$ cat config.mk
export PLATFORM = sky130hd
export DESIGN_NAME = asr_top
export DESIGN_NICKNAME = d
export VERILOG_FILES = /design/src/common/asr_pkg.sv /design/src/common/asr_brg_if.sv /design/src/logic/asr_brg.sv /design/src/logic/asr_top.sv
export SDC_FILE = /design/constraint.sdc
export NUM_CORES = 1
export LEC_CHECK = 0
export ABC_AREA = 0
export BUFFER_PORTS_ARGS = -buffer_cell sky130_fd_sc_hd__buf_4
export CAP_MARGIN = 25
export CORE_MARGIN = 1
export CORE_UTILIZATION = 45
export CTS_BUF_LIST = sky130_fd_sc_hd__clkbuf_8
export DETAILED_ROUTE_END_ITERATION = 7
export PLACE_DENSITY = 0.6
export SETUP_SLACK_MARGIN = 0.3
export SLEW_MARGIN = 20
export SYNTH_ARGS = -nofsm -noshare
export SYNTH_HDL_FRONTEND = slang
export SYNTH_SLANG_ARGS = --single-unit
$ cat constraint.sdc
create_clock -name clock_i -period 3.7 [get_ports clock_i]
set_input_delay 0.37 -clock clock_i [delete_from_list [all_inputs] [get_ports clock_i]]
set_output_delay 0.37 -clock clock_i [all_outputs]
set_load 0.01 [all_outputs]
$ cat src/common/asr_pkg.sv
// Purpose: constants and types of the serial receiver with bit rate generator
// Assumes: 8-bit register port, byte-wide registers
// Notes:   offsets are byte addresses on the register port

package asr_pkg;

   // ****************************************************************
   // register map
   // ****************************************************************
   localparam int          AW            = 8;
   localparam int          DW            = 8;
   localparam logic [7:0]  ADDR_CTRL     = 8'h00;
   localparam logic [7:0]  ADDR_DIV      = 8'h04;
   localparam logic [7:0]  ADDR_STAT     = 8'h08;
   localparam logic [7:0]  ADDR_DATA     = 8'h0c;
   localparam logic [7:0]  ADDR_IRQ      = 8'h10;
   localparam logic [7:0]  ADDR_MASK     = 8'h14;

   // ****************************************************************
   // serial_control_word fields
   // ****************************************************************
   localparam int          CTL_RX_ALLOW  = 0;
   localparam int          CTL_IRQ_ALLOW = 1;
   localparam int          CTL_SEL_LO    = 2;
   localparam int          CTL_SEL_HI    = 3;
   localparam int          CTL_EXT       = 4;
   localparam int          CTL_DBL       = 5;
   localparam int          CTL_HALF      = 6;
   localparam int          CTL_SIX       = 7;
   localparam logic [7:0]  CTRL_RST      = 8'h00;
   localparam logic [7:0]  DIV_RST       = 8'h00;

   // ****************************************************************
   // serial_status_word and interrupt fields
   // ****************************************************************
   localparam int          ERR_W         = 2;
   localparam int          STA_OVR       = 0;
   localparam int          STA_FRM       = 1;
   localparam int          IRQ_W         = 2;
   localparam int          IRQ_FULL      = 0;
   localparam int          IRQ_FAULT     = 1;
   localparam logic [1:0]  MASK_RST      = 2'h0;

   // ****************************************************************
   // bit rate generator
   // ****************************************************************
   localparam int          SEL_W         = 2;
   localparam logic [1:0]  SEL_DIV1      = 2'h0;
   localparam logic [1:0]  SEL_DIV4      = 2'h1;
   localparam logic [1:0]  SEL_DIV16     = 2'h2;
   localparam logic [1:0]  SEL_DIV64     = 2'h3;
   localparam int          PRE_W         = 6;
   localparam logic [5:0]  PRE_TOP1      = 6'h00;
   localparam logic [5:0]  PRE_TOP4      = 6'h03;
   localparam logic [5:0]  PRE_TOP16     = 6'h0f;
   localparam logic [5:0]  PRE_TOP64     = 6'h3f;
   localparam int          SPB_W         = 6;
   localparam logic [5:0]  SPB_32        = 6'h20;
   localparam logic [5:0]  SPB_16        = 6'h10;
   localparam logic [5:0]  SPB_8         = 6'h08;
   localparam logic [5:0]  SPB_6         = 6'h06;
   localparam logic [3:0]  DATA_LAST     = 4'h7;

   typedef enum logic [1:0] {
      ST_IDLE  = 2'b00,
      ST_START = 2'b01,
      ST_DATA  = 2'b10,
      ST_STOP  = 2'b11
   } asr_state_t;

endpackage

$ cat src/common/asr_brg_if.sv
// Purpose: link between receiver core and bit rate generator
// Assumes: one clock domain
// Notes:   core drives configuration, generator returns tick and ratio

`timescale 1ns/10ps

interface asr_brg_if;
   import asr_pkg::*;
   logic [SEL_W-1:0] clk_sel;
   logic             ext_sel;
   logic             dbl;
   logic             half;
   logic             six;
   logic [DW-1:0]    divisor;
   logic             ext_clk_s;
   logic             tick;
   logic [SPB_W-1:0] spb;

   modport brg (
      input  clk_sel, ext_sel, dbl, half, six, divisor, ext_clk_s,
      output tick, spb
   );
   modport core (
      output clk_sel, ext_sel, dbl, half, six, divisor, ext_clk_s,
      input  tick, spb
   );
endinterface

$ cat src/logic/asr_brg.sv
// Purpose: bit rate generator, prescaler, divisor and base clock ratio
// Assumes: external clock input already synchronised
// Notes:   tick is one base clock period, spb base ticks form one bit

`timescale 1ns/10ps

module asr_brg
   import asr_pkg::*;
(
   input  wire logic clock_i,
   input  wire logic rstn_i,
   asr_brg_if.brg    cfg
);

   // ****************************************************************
   // prescaler
   // ****************************************************************
   logic [PRE_W-1:0] pre_q;
   logic [PRE_W-1:0] pre_d;
   logic [PRE_W-1:0] pre_top;
   logic             pre_en;
   logic [DW-1:0]    div_q;
   logic [DW-1:0]    div_d;
   logic             div_hit;
   logic             ext_old_q;
   logic             ext_rise;
   logic             tick_q;

   // pclk divided by two to the power 2n
   assign pre_top = (cfg.clk_sel == SEL_DIV1)  ? PRE_TOP1  :
                    (cfg.clk_sel == SEL_DIV4)  ? PRE_TOP4  :
                    (cfg.clk_sel == SEL_DIV16) ? PRE_TOP16 : PRE_TOP64;
   assign pre_en  = (pre_q >= pre_top);
   assign pre_d   = pre_en ? '0 : pre_q + 1'b1;

   // divisor counts N+1 prescaled clocks
   assign div_hit  = pre_en && (div_q >= cfg.divisor);
   assign div_d    = div_hit ? '0 : (pre_en ? div_q + 1'b1 : div_q);
   assign ext_rise = cfg.ext_clk_s && !ext_old_q;

   always_ff @(posedge clock_i) begin
      if (!rstn_i) begin
         pre_q     <= '0;
         div_q     <= '0;
         ext_old_q <= 1'b0;
         tick_q    <= 1'b0;
      end else begin
         pre_q     <= pre_d;
         div_q     <= div_d;
         ext_old_q <= cfg.ext_clk_s;
         tick_q    <= cfg.ext_sel ? ext_rise : div_hit;
      end
   end

   // ****************************************************************
   // base clocks per bit
   // ****************************************************************
   assign cfg.tick = tick_q;
   assign cfg.spb  = cfg.six                 ? SPB_6  :
                     cfg.ext_sel             ? (cfg.half ? SPB_8 : SPB_16) :
                     (cfg.dbl && cfg.half)   ? SPB_8  :
                     (cfg.dbl || cfg.half)   ? SPB_16 :
                                               SPB_32;

   AST_SPB32: assert property (@(posedge clock_i) disable iff (!rstn_i)
      !cfg.six && !cfg.ext_sel && !cfg.dbl && !cfg.half |-> cfg.spb == SPB_32)
      else $error("ratio not 32 in default mode");
   AST_SPB16: assert property (@(posedge clock_i) disable iff (!rstn_i)
      !cfg.six && !cfg.ext_sel && (cfg.dbl ^ cfg.half) |-> cfg.spb == SPB_16)
      else $error("ratio not 16 with one select");
   AST_SPB8: assert property (@(posedge clock_i) disable iff (!rstn_i)
      !cfg.six && !cfg.ext_sel && cfg.dbl && cfg.half |-> cfg.spb == SPB_8)
      else $error("ratio not 8 with both selects");
   AST_SPB6: assert property (@(posedge clock_i) disable iff (!rstn_i)
      cfg.six |-> cfg.spb == SPB_6)
      else $error("ratio not 6 with six clock base");
   AST_PRE1: assert property (@(posedge clock_i) disable iff (!rstn_i)
      cfg.clk_sel == SEL_DIV1 && $past(cfg.clk_sel) == SEL_DIV1 |-> pre_en)
      else $error("undivided source missing enable");
   AST_PRE4: assert property (@(posedge clock_i) disable iff (!rstn_i)
      (pre_en && cfg.clk_sel == SEL_DIV4) ##1 (cfg.clk_sel == SEL_DIV4)[*4]
      |-> pre_en && $past(!pre_en, 1) && $past(!pre_en, 3))
      else $error("divide by four spacing wrong");
   AST_EXT: assert property (@(posedge clock_i) disable iff (!rstn_i)
      cfg.ext_sel && !cfg.six |-> cfg.spb == (cfg.half ? SPB_8 : SPB_16))
      else $error("external clock ratio wrong");

endmodule

$ cat src/logic/asr_top.sv
// Purpose: asynchronous serial receiver with bit rate generator
// Assumes: 8 data bits, one stop bit, no parity, lsb first
// Notes:   error flags block reception until software clears them
//
// The implementer's own choices: the register addresses and strobed register access.

`timescale 1ns/10ps

// Operation
// - receive only while rx_allow is set
// - start bit on line begins a character
// - complete byte stored, full pending flag set
// - errors raise fault interrupt, not full
// - error flags cleared by zero after read
// - all flags clear drops fault, resumes reception
// - default ratio: source over 32(N+1)
// - one select set: source over 16(N+1)
// - both selects set: source over 8(N+1)
// - six clock base: source over 6(N+1)
// - source is pclk over 1,4,16,64
// - prescale setting n divides by 2^(2n)
// - external clock over 16, or 8 with halving, or 6 with six clock base
module asr_top
   import asr_pkg::*;
(
   input  wire logic          clock_i,
   input  wire logic          rstn_i,
   input  wire logic [AW-1:0] addr_i,
   input  wire logic [DW-1:0] wdata_i,
   input  wire logic          wr_i,
   input  wire logic          rd_i,
   output logic      [DW-1:0] rdata_o,
   input  wire logic          rxd_i,
   input  wire logic          ext_clock_pin_i,
   output logic               rx_full_irq_o,
   output logic               rx_fault_irq_o,
   output logic               irq_o
);

   // ****************************************************************
   // declarations
   // ****************************************************************
   logic [DW-1:0]    ctrl_q;
   logic [DW-1:0]    divisor_value_q;
   logic [ERR_W-1:0] err_q;
   logic [ERR_W-1:0] err_d;
   logic [ERR_W-1:0] seen_q;
   logic [ERR_W-1:0] seen_d;
   logic [ERR_W-1:0] err_set;
   logic [ERR_W-1:0] err_clr;
   logic [DW-1:0]    rxbuf_q;
   logic             full_q;
   logic             full_d;
   logic             fault_q;
   logic [IRQ_W-1:0] irq_gate_q;
   logic [DW-1:0]    rdata_q;
   logic             rx_full_irq_q;
   logic             rx_fault_irq_q;
   logic             irq_q;
   logic             rxd_m_q;
   logic             rxd_s_q;
   logic             ext_m_q;
   logic             ext_s_q;
   asr_state_t       st_q;
   asr_state_t       st_d;
   logic [SPB_W-1:0] cnt_q;
   logic [SPB_W-1:0] cnt_d;
   logic [3:0]       bit_q;
   logic [3:0]       bit_d;
   logic [DW-1:0]    sh_q;
   logic [DW-1:0]    sh_d;
   logic             stop_smp;
   logic             done_ok;
   logic             frm_evt;
   logic             ovr_evt;
   logic             err_evt;
   logic [SPB_W-1:0] half_m1;
   logic [SPB_W-1:0] spb_m1;
   logic             rx_allow;
   logic             tick;

   asr_brg_if brg_if ();

   // ****************************************************************
   // register port decode
   // ****************************************************************
   logic             wr_ctrl;
   logic             wr_div;
   logic             wr_stat;
   logic             wr_irq;
   logic             wr_mask;
   logic             rd_stat;
   logic [DW-1:0]    rd_mux;

   assign wr_ctrl = wr_i && (addr_i == ADDR_CTRL);
   assign wr_div  = wr_i && (addr_i == ADDR_DIV);
   assign wr_stat = wr_i && (addr_i == ADDR_STAT);
   assign wr_irq  = wr_i && (addr_i == ADDR_IRQ);
   assign wr_mask = wr_i && (addr_i == ADDR_MASK);
   assign rd_stat = rd_i && (addr_i == ADDR_STAT);

   // unmapped addresses read as zero
   assign rd_mux =
      (addr_i == ADDR_CTRL) ? ctrl_q :
      (addr_i == ADDR_DIV)  ? divisor_value_q :
      (addr_i == ADDR_STAT) ? {{(DW-ERR_W){1'b0}}, err_q} :
      (addr_i == ADDR_DATA) ? rxbuf_q :
      (addr_i == ADDR_IRQ)  ? {{(DW-IRQ_W){1'b0}}, fault_q, full_q} :
      (addr_i == ADDR_MASK) ? {{(DW-IRQ_W){1'b0}}, irq_gate_q} : '0;

   always_ff @(posedge clock_i) begin
      if (!rstn_i) begin
         ctrl_q          <= CTRL_RST;
         divisor_value_q <= DIV_RST;
         irq_gate_q      <= MASK_RST;
         rdata_q         <= '0;
      end else begin
         if (wr_ctrl) begin
            ctrl_q <= wdata_i;
         end
         if (wr_div) begin
            divisor_value_q <= wdata_i;
         end
         if (wr_mask) begin
            irq_gate_q <= wdata_i[IRQ_W-1:0];
         end
         rdata_q <= rd_i ? rd_mux : '0;
      end
   end

   // ****************************************************************
   // pin synchronisers
   // ****************************************************************
   always_ff @(posedge clock_i) begin
      if (!rstn_i) begin
         rxd_m_q <= 1'b1;
         rxd_s_q <= 1'b1;
         ext_m_q <= 1'b0;
         ext_s_q <= 1'b0;
      end else begin
         rxd_m_q <= rxd_i;
         rxd_s_q <= rxd_m_q;
         ext_m_q <= ext_clock_pin_i;
         ext_s_q <= ext_m_q;
      end
   end

   // ****************************************************************
   // bit rate generator
   // ****************************************************************
   assign brg_if.clk_sel   = ctrl_q[CTL_SEL_HI:CTL_SEL_LO];
   assign brg_if.ext_sel   = ctrl_q[CTL_EXT];
   assign brg_if.dbl       = ctrl_q[CTL_DBL];
   assign brg_if.half      = ctrl_q[CTL_HALF];
   assign brg_if.six       = ctrl_q[CTL_SIX];
   assign brg_if.divisor   = divisor_value_q;
   assign brg_if.ext_clk_s = ext_s_q;
   assign tick             = brg_if.tick;

   asr_brg u_brg (
      .clock_i (clock_i),
      .rstn_i  (rstn_i),
      .cfg     (brg_if.brg)
   );

   // ****************************************************************
   // receive state machine
   // ****************************************************************
   assign rx_allow = ctrl_q[CTL_RX_ALLOW];
   assign half_m1  = (brg_if.spb >> 1) - 1'b1;
   assign spb_m1   = brg_if.spb - 1'b1;
   assign stop_smp = (st_q == ST_STOP) && tick && (cnt_q >= spb_m1);
   assign done_ok  = stop_smp && rxd_s_q && !full_q;
   assign ovr_evt  = stop_smp && rxd_s_q && full_q;
   assign frm_evt  = stop_smp && !rxd_s_q;
   assign err_evt  = ovr_evt || frm_evt;

   always_comb begin
      st_d  = st_q;
      cnt_d = cnt_q;
      bit_d = bit_q;
      sh_d  = sh_q;
      if (!rx_allow) begin
         st_d = ST_IDLE;
      end else begin
         unique case (st_q)
            ST_IDLE: begin
               // held while faults are pending
               if (!fault_q && !rxd_s_q) begin
                  st_d  = ST_START;
                  cnt_d = '0;
               end
            end
            ST_START: begin
               if (tick) begin
                  if (cnt_q >= half_m1) begin
                     cnt_d = '0;
                     bit_d = '0;
                     // glitch shorter than half a bit
                     st_d  = rxd_s_q ? ST_IDLE : ST_DATA;
                  end else begin
                     cnt_d = cnt_q + 1'b1;
                  end
               end
            end
            ST_DATA: begin
               if (tick) begin
                  if (cnt_q >= spb_m1) begin
                     cnt_d = '0;
                     sh_d  = {rxd_s_q, sh_q[DW-1:1]};
                     bit_d = bit_q + 1'b1;
                     if (bit_q == DATA_LAST) begin
                        st_d = ST_STOP;
                     end
                  end else begin
                     cnt_d = cnt_q + 1'b1;
                  end
               end
            end
            ST_STOP: begin
               if (tick) begin
                  if (cnt_q >= spb_m1) begin
                     cnt_d = '0;
                     st_d  = ST_IDLE;
                  end else begin
                     cnt_d = cnt_q + 1'b1;
                  end
               end
            end
         endcase
      end
   end

   always_ff @(posedge clock_i) begin
      if (!rstn_i) begin
         st_q  <= ST_IDLE;
         cnt_q <= '0;
         bit_q <= '0;
         sh_q  <= '0;
      end else begin
         st_q  <= st_d;
         cnt_q <= cnt_d;
         bit_q <= bit_d;
         sh_q  <= sh_d;
      end
   end

   // ****************************************************************
   // status, error flags and interrupts
   // ****************************************************************
   // set wins over clear; zero clears only a flag read while set
   assign err_set = {frm_evt, ovr_evt};
   assign err_clr = {ERR_W{wr_stat}} & ~wdata_i[ERR_W-1:0] & seen_q;
   assign err_d   = err_set | (err_q & ~err_clr);
   assign seen_d  = ~err_set & ~err_clr &
                    (seen_q | ({ERR_W{rd_stat}} & err_q));
   assign full_d  = done_ok | (full_q & ~(wr_irq & wdata_i[IRQ_FULL]));

   always_ff @(posedge clock_i) begin
      if (!rstn_i) begin
         err_q          <= '0;
         seen_q         <= '0;
         fault_q        <= 1'b0;
         full_q         <= 1'b0;
         rxbuf_q        <= '0;
         rx_full_irq_q  <= 1'b0;
         rx_fault_irq_q <= 1'b0;
         irq_q          <= 1'b0;
      end else begin
         err_q   <= err_d;
         seen_q  <= seen_d;
         fault_q <= |err_d;
         full_q  <= full_d;
         if (done_ok) begin
            rxbuf_q <= sh_q;
         end
         rx_full_irq_q  <= full_q & ctrl_q[CTL_IRQ_ALLOW] &
                           irq_gate_q[IRQ_FULL];
         rx_fault_irq_q <= fault_q & irq_gate_q[IRQ_FAULT];
         irq_q          <= (full_q & irq_gate_q[IRQ_FULL]) |
                           (fault_q & irq_gate_q[IRQ_FAULT]);
      end
   end

   assign rdata_o        = rdata_q;
   assign rx_full_irq_o  = rx_full_irq_q;
   assign rx_fault_irq_o = rx_fault_irq_q;
   assign irq_o          = irq_q;

   // ****************************************************************
   // checks
   // ****************************************************************
   AST_RX_OFF: assert property (@(posedge clock_i) disable iff (!rstn_i)
      !rx_allow |=> st_q == ST_IDLE)
      else $error("receiver active while disallowed");
   AST_START: assert property (@(posedge clock_i) disable iff (!rstn_i)
      st_q == ST_IDLE && rx_allow && !fault_q && !rxd_s_q
      |=> st_q == ST_START)
      else $error("start bit not taken");
   AST_STORE: assert property (@(posedge clock_i) disable iff (!rstn_i)
      done_ok |=> full_q && rxbuf_q == $past(sh_q) && !fault_q)
      else $error("byte not stored with full flag");
   AST_FAULT: assert property (@(posedge clock_i) disable iff (!rstn_i)
      err_evt && !full_q |=> fault_q && !full_q ##1
      rx_fault_irq_o == $past(irq_gate_q[IRQ_FAULT]))
      else $error("error did not raise fault only");
   AST_NO_BLIND_CLR: assert property (@(posedge clock_i) disable iff (!rstn_i)
      wr_stat && err_q[STA_FRM] && !seen_q[STA_FRM] |=> err_q[STA_FRM])
      else $error("flag cleared without prior read");
   AST_READ_CLR: assert property (@(posedge clock_i) disable iff (!rstn_i)
      (rd_stat && err_q[STA_OVR] && !err_set[STA_OVR]) ##1
      (wr_stat && !wdata_i[STA_OVR] && !err_set[STA_OVR])
      |=> !err_q[STA_OVR])
      else $error("read then zero did not clear");
   AST_FAULT_DROP: assert property (@(posedge clock_i) disable iff (!rstn_i)
      err_q == '0 |-> !fault_q ##1 !rx_fault_irq_o)
      else $error("fault pending without errors");
   AST_HOLD: assert property (@(posedge clock_i) disable iff (!rstn_i)
      fault_q && st_q == ST_IDLE |=> st_q == ST_IDLE)
      else $error("reception while faults pending");
   AST_MIDBIT: assert property (@(posedge clock_i) disable iff (!rstn_i)
      st_q == ST_START && rx_allow && tick && cnt_q >= half_m1 && rxd_s_q
      |=> st_q == ST_IDLE)
      else $error("false start not rejected");

endmodule

==> results by group <==
Outcome
  – Outcome: finished with violations
  – Violations in the final reports: design-rule violations

Global routing
  – Total routing usage reported by global routing: 20.5%
  – Largest net degree at the start of global routing: 45
  – Overflow left after global routing: 0
  – Initial antenna violation count: 0
  – Number of global-route vias before repair: 3133
  – Global-route wire length before repair: 15500 um

Detailed routing
  – Per-cell routed wire length: 15.2 um
  – Wire length reported by the detailed router: 9180 um
  – Via density: 5.56
  – Number of nets still failing antenna checks after routing: 0
  – Initial DRT Pass Iterations: 7
  – First-iteration detailed-routing DRC count: 176
  – Via count of the routed design: 3360
  – DRC Markers: 6

Logic synthesis
  – Avg Cell Area, Syn: 8.79 um2
  – Biggest area consumer among synthesized cells: dfxtp_1
  – Primary flip-flop cell chosen by synthesis mapping: dfxtp_1
  – FFs w/ async S/R, synth: 0%
  – Cells after synthesis: 469
  – Synth top area cells: dfxtp_1, ha_1, mux2i_1, nand2_1, nand3_1
  – Distinct cells, synth: 68
  – Part of the Yosys area used for sequential elements: 40.3%
  – Flops & latches, synth: 83
  – Synthesized net count: 518
  – Share of the synthesized area in the top cell type: 40.3%
  – Yosys synthesis warning count: 0
  – Synthesized cell area: 4120 um2
  – Number of enable-type register cells in the synthesized netlist: 0

Job
  – Maxcap violations: 0

Setup path
  – Worst flop-to-flop path endpoint: rxbuf_q[1]$_SDFFE_PN0P_
  – Largest fanout on the critical path: 17
  – Crit start category: flop
  – Classification of the worst setup path: flop to flop
  – Worst setup endpoint: rxbuf_q[1]$_SDFFE_PN0P_
  – Cell with the largest stage delay on the worst path: or4b_1
  – Arrival time of data at the critical path endpoint: 3290 ps
  – Startpoint of the most critical register-to-register path: ctrl_q[6]$_SDFFE_PN0P_
  – Internal reg-to-reg setup slack: 620 ps
  – Endpoint required time on the critical path: 3920 ps
  – Depth of the worst register-to-register path: 11
  – Worst setup path startpoint: ctrl_q[6]$_SDFFE_PN0P_
  – CP cell instances: inv_1, ha_1, xnor2_1, nand2_1, ha_1, nand3_1, o21ai_1, maj3_4, or4b_1, nand3_1, o21ai_2
  – Category of the worst setup path capture point: flop
  – Highest cell delay on the worst timing path: 800 ps

Power
  – Power per cell area: 351 nW/um2
  – Worst-case vdd ir drop: 0.205 mV
  – Leakage: 1.76 nW
  – Total power: 1.61 mW

Clocking
  – Hold-fix buffer count after cts: 0
  – Number of clock buffers inserted by TritonCTS: 9
  – Maximum count of clock buffers along a single path: 2
  – Number of resized instances in the post-cts repair step: 0
  – Clock transition at the registers of the reported paths: 80 ps
  – Number of setup buffers added after CTS: 0
  – Clk sinks: 83
  – Number of H-tree levels: 3
  – Clock insertion delay at the later pin of the skew report: 350 ps
  – Root buffer selected by CTS: clkbuf_8
  – TritonCTS clock tree: built

Finish
  – Antenna Cells: 0
  – Post-synthesis to final-layout area growth: 11.2%
  – Layout net count: 542
  – Fraction of final layout cells sized beyond drive strength 1: 13.7%

Die
  – Site Rows: 34
  – Initial standard-cell utilization of the core: 46.8%
  – Horizontal die dimension: 97.7 um
  – Placeable core region: 8810 um2
  – Die area: 9550 um2
  – Height of the chip: 97.7 um
  – Num ports: 33

STA
  – Setup repair after global routing missed its margin: no
  – Setup-violating endpoint count in the final report: 0
  – Actual transition at the worst max-transition pin: 776 ps
  – Highest clock rate: 325 MHz
  – Relative slew slack: 48.3%
  – Final clock period utilization by the worst path: 83.2%
  – Number of hold violations in the final report: 0
  – Minimum clock period: 3080 ps
  – Fin. max-slew vios: 0
  – Aggregate negative setup slack: 0 ps
  – Final clock skew: 12.6 ps

Placement
  – Number of port buffers: 32
  – DP HPWL: 6710 um
  – Final GP Congestion: 0.768

Worst hold path
  – Type of the worst min-delay path: primary input to flop
per-stage QoR:
stage                     setup WS (ps)  utilization (%)  hold slack [ps]  cells  area (um2)
after CTS                           621             52.0              186    604        4580
after floorplan                    1050                -              386    469        4120
after detailed placement            634             50.0              393    590        4400
after global placement              697             50.0              388    590        4400
after global routing                330             52.0              190    604        4580
final                               620             52.0              201    604        4580
cell usage in the layout (no fill, tap or decap), types with 3 or more instances in the layout:
master / instances
a31oi_1: 3
nand2b_1: 4
inv_1: 30
o21a_1: 6
and2_1: 6
nor4_1: 3
a21o_1: 3
o2111ai_1: 3
and3_1: 5
mux2i_1: 19
a221oi_1: 3
nor2b_1: 3
o21ai_0: 30
a211oi_1: 7
dfxtp_1: 83
ha_1: 27
or3_1: 7
a22oi_1: 7
nor2_1: 39
xnor2_1: 5
nor3_1: 7
a21oi_1: 16
buf_4: 33
nand3_1: 32
clkbuf_8: 10
nand2_1: 48
o21ai_2: 10
state kept, by name, summed over array words and instances, names as in the netlist, 2 cells and up, named ones only:
| register | flops |
|---|---|
| brg_if.divisor | 8 |
| ctrl_q | 8 |
| rdata_o | 8 |
| rxbuf_q | 8 |
| sh_q | 8 |
| u_brg.div_q | 8 |
| cnt_q | 6 |
| u_brg.pre_q | 6 |
| bit_q | 4 |
| err_q | 2 |
| irq_gate_q | 2 |
| seen_q | 2 |
cells by family after synthesis:
group	Yosys count	synth area share [%]
muxes	20	4.89
adders and majority gates	29	8.80
xor gates and xnor gates	7	1.49
DFF	83	40.3
buffers and inverters	48	5.10
AOI/OAI and AO/OA	112	19.3
and+or+nand+nor	170	20.1
layout make-up:
type                       instances  area, um2
tap                              108        135
timing repair buffer              33        248
inverter                          28        105
multi-input combinational        338       2250
clock buffer                      10        138
sequential                        83       1660
fill                             841       4220
clock inverter                     4       45.0
per-layer routing:
| metal | wire length [um] | vias up | global-route usage [%] |
|---|---|---|---|
| li1 | - | 1720 | - |
| met1 | 4680 | 1555 | 30.0 |
| met2 | 3990 | 76 | 30.4 |
| met3 | 409 | 9 | 3.67 |
| met4 | 94 | 0 | 6.76 |
| met5 | 0 | - | 0 |
cells in the mapped netlist (2+ instances only):
master and n:
nor2b_1 3, a21oi_1 16, a221oi_1 3, o21a_1 6, and2_1 6, mux2i_1 19, inv_1 28, xnor2_1 5
a22oi_1 7, a31oi_1 3, nand4_1 2, ha_1 27, o21ai_2 10, o2bb2ai_1 2, nand4b_1 2, a21o_1 3
or3_1 7, o21ai_0 30, nand2_1 48, or4_1 2, o211ai_1 2, a211oi_1 7, nand2b_1 4, buf_2 2
a21oi_2 2, dfxtp_1 83, nand3_1 32, nor4_1 3, nor3_1 7, o2111ai_1 3, and3_1 5, nor2_1 39
o221ai_1 2, clkbuf_1 14, xor2_1 2
worst min path at each step:
stage | slack (ps) | end | from | depth (start not counted)
2_1_floorplan | 390 | rxd_s_q$_SDFF_PN1_ | rxd_m_q$_SDFF_PN1_ | 1
3_3_place_gp | 390 | rxd_s_q$_SDFF_PN1_ | rxd_m_q$_SDFF_PN1_ | 1
3_5_place_dp | 390 | rxd_s_q$_SDFF_PN1_ | rxd_m_q$_SDFF_PN1_ | 1
4_1_cts | 190 | rxd_m_q$_SDFF_PN1_ | rxd_i | 2
5_1_grt | 190 | rxd_m_q$_SDFF_PN1_ | rxd_i | 2
6_report | 200 | rxd_m_q$_SDFF_PN1_ | rxd_i | 2
critical path, delay by kind of cell, from the launching register on:
| kind | cells | cell delay, ps |
|---|---|---|
| AO/OA/AOI/OAI | 2 | 240 |
| XOR/XNOR | 1 | 160 |
| adder cells (fa/ha/maj) | 3 | 890 |
| buffers and inverters | 1 | 60 |
| flip-flops | 1 | 400 |
| AND/OR/NAND/NOR | 4 | 1200 |
power breakdown:
part	internal (mW)	leakage [nW]	switching [mW]	total (mW)
registers	0.900	0.670	0.00658	0.906
logic	0.0285	0.988	0.0419	0.0704
clock network	0.319	0.0968	0.314	0.632
total	1.25	1.76	0.362	1.61
Note: power is estimated with default switching activity, not from simulation.
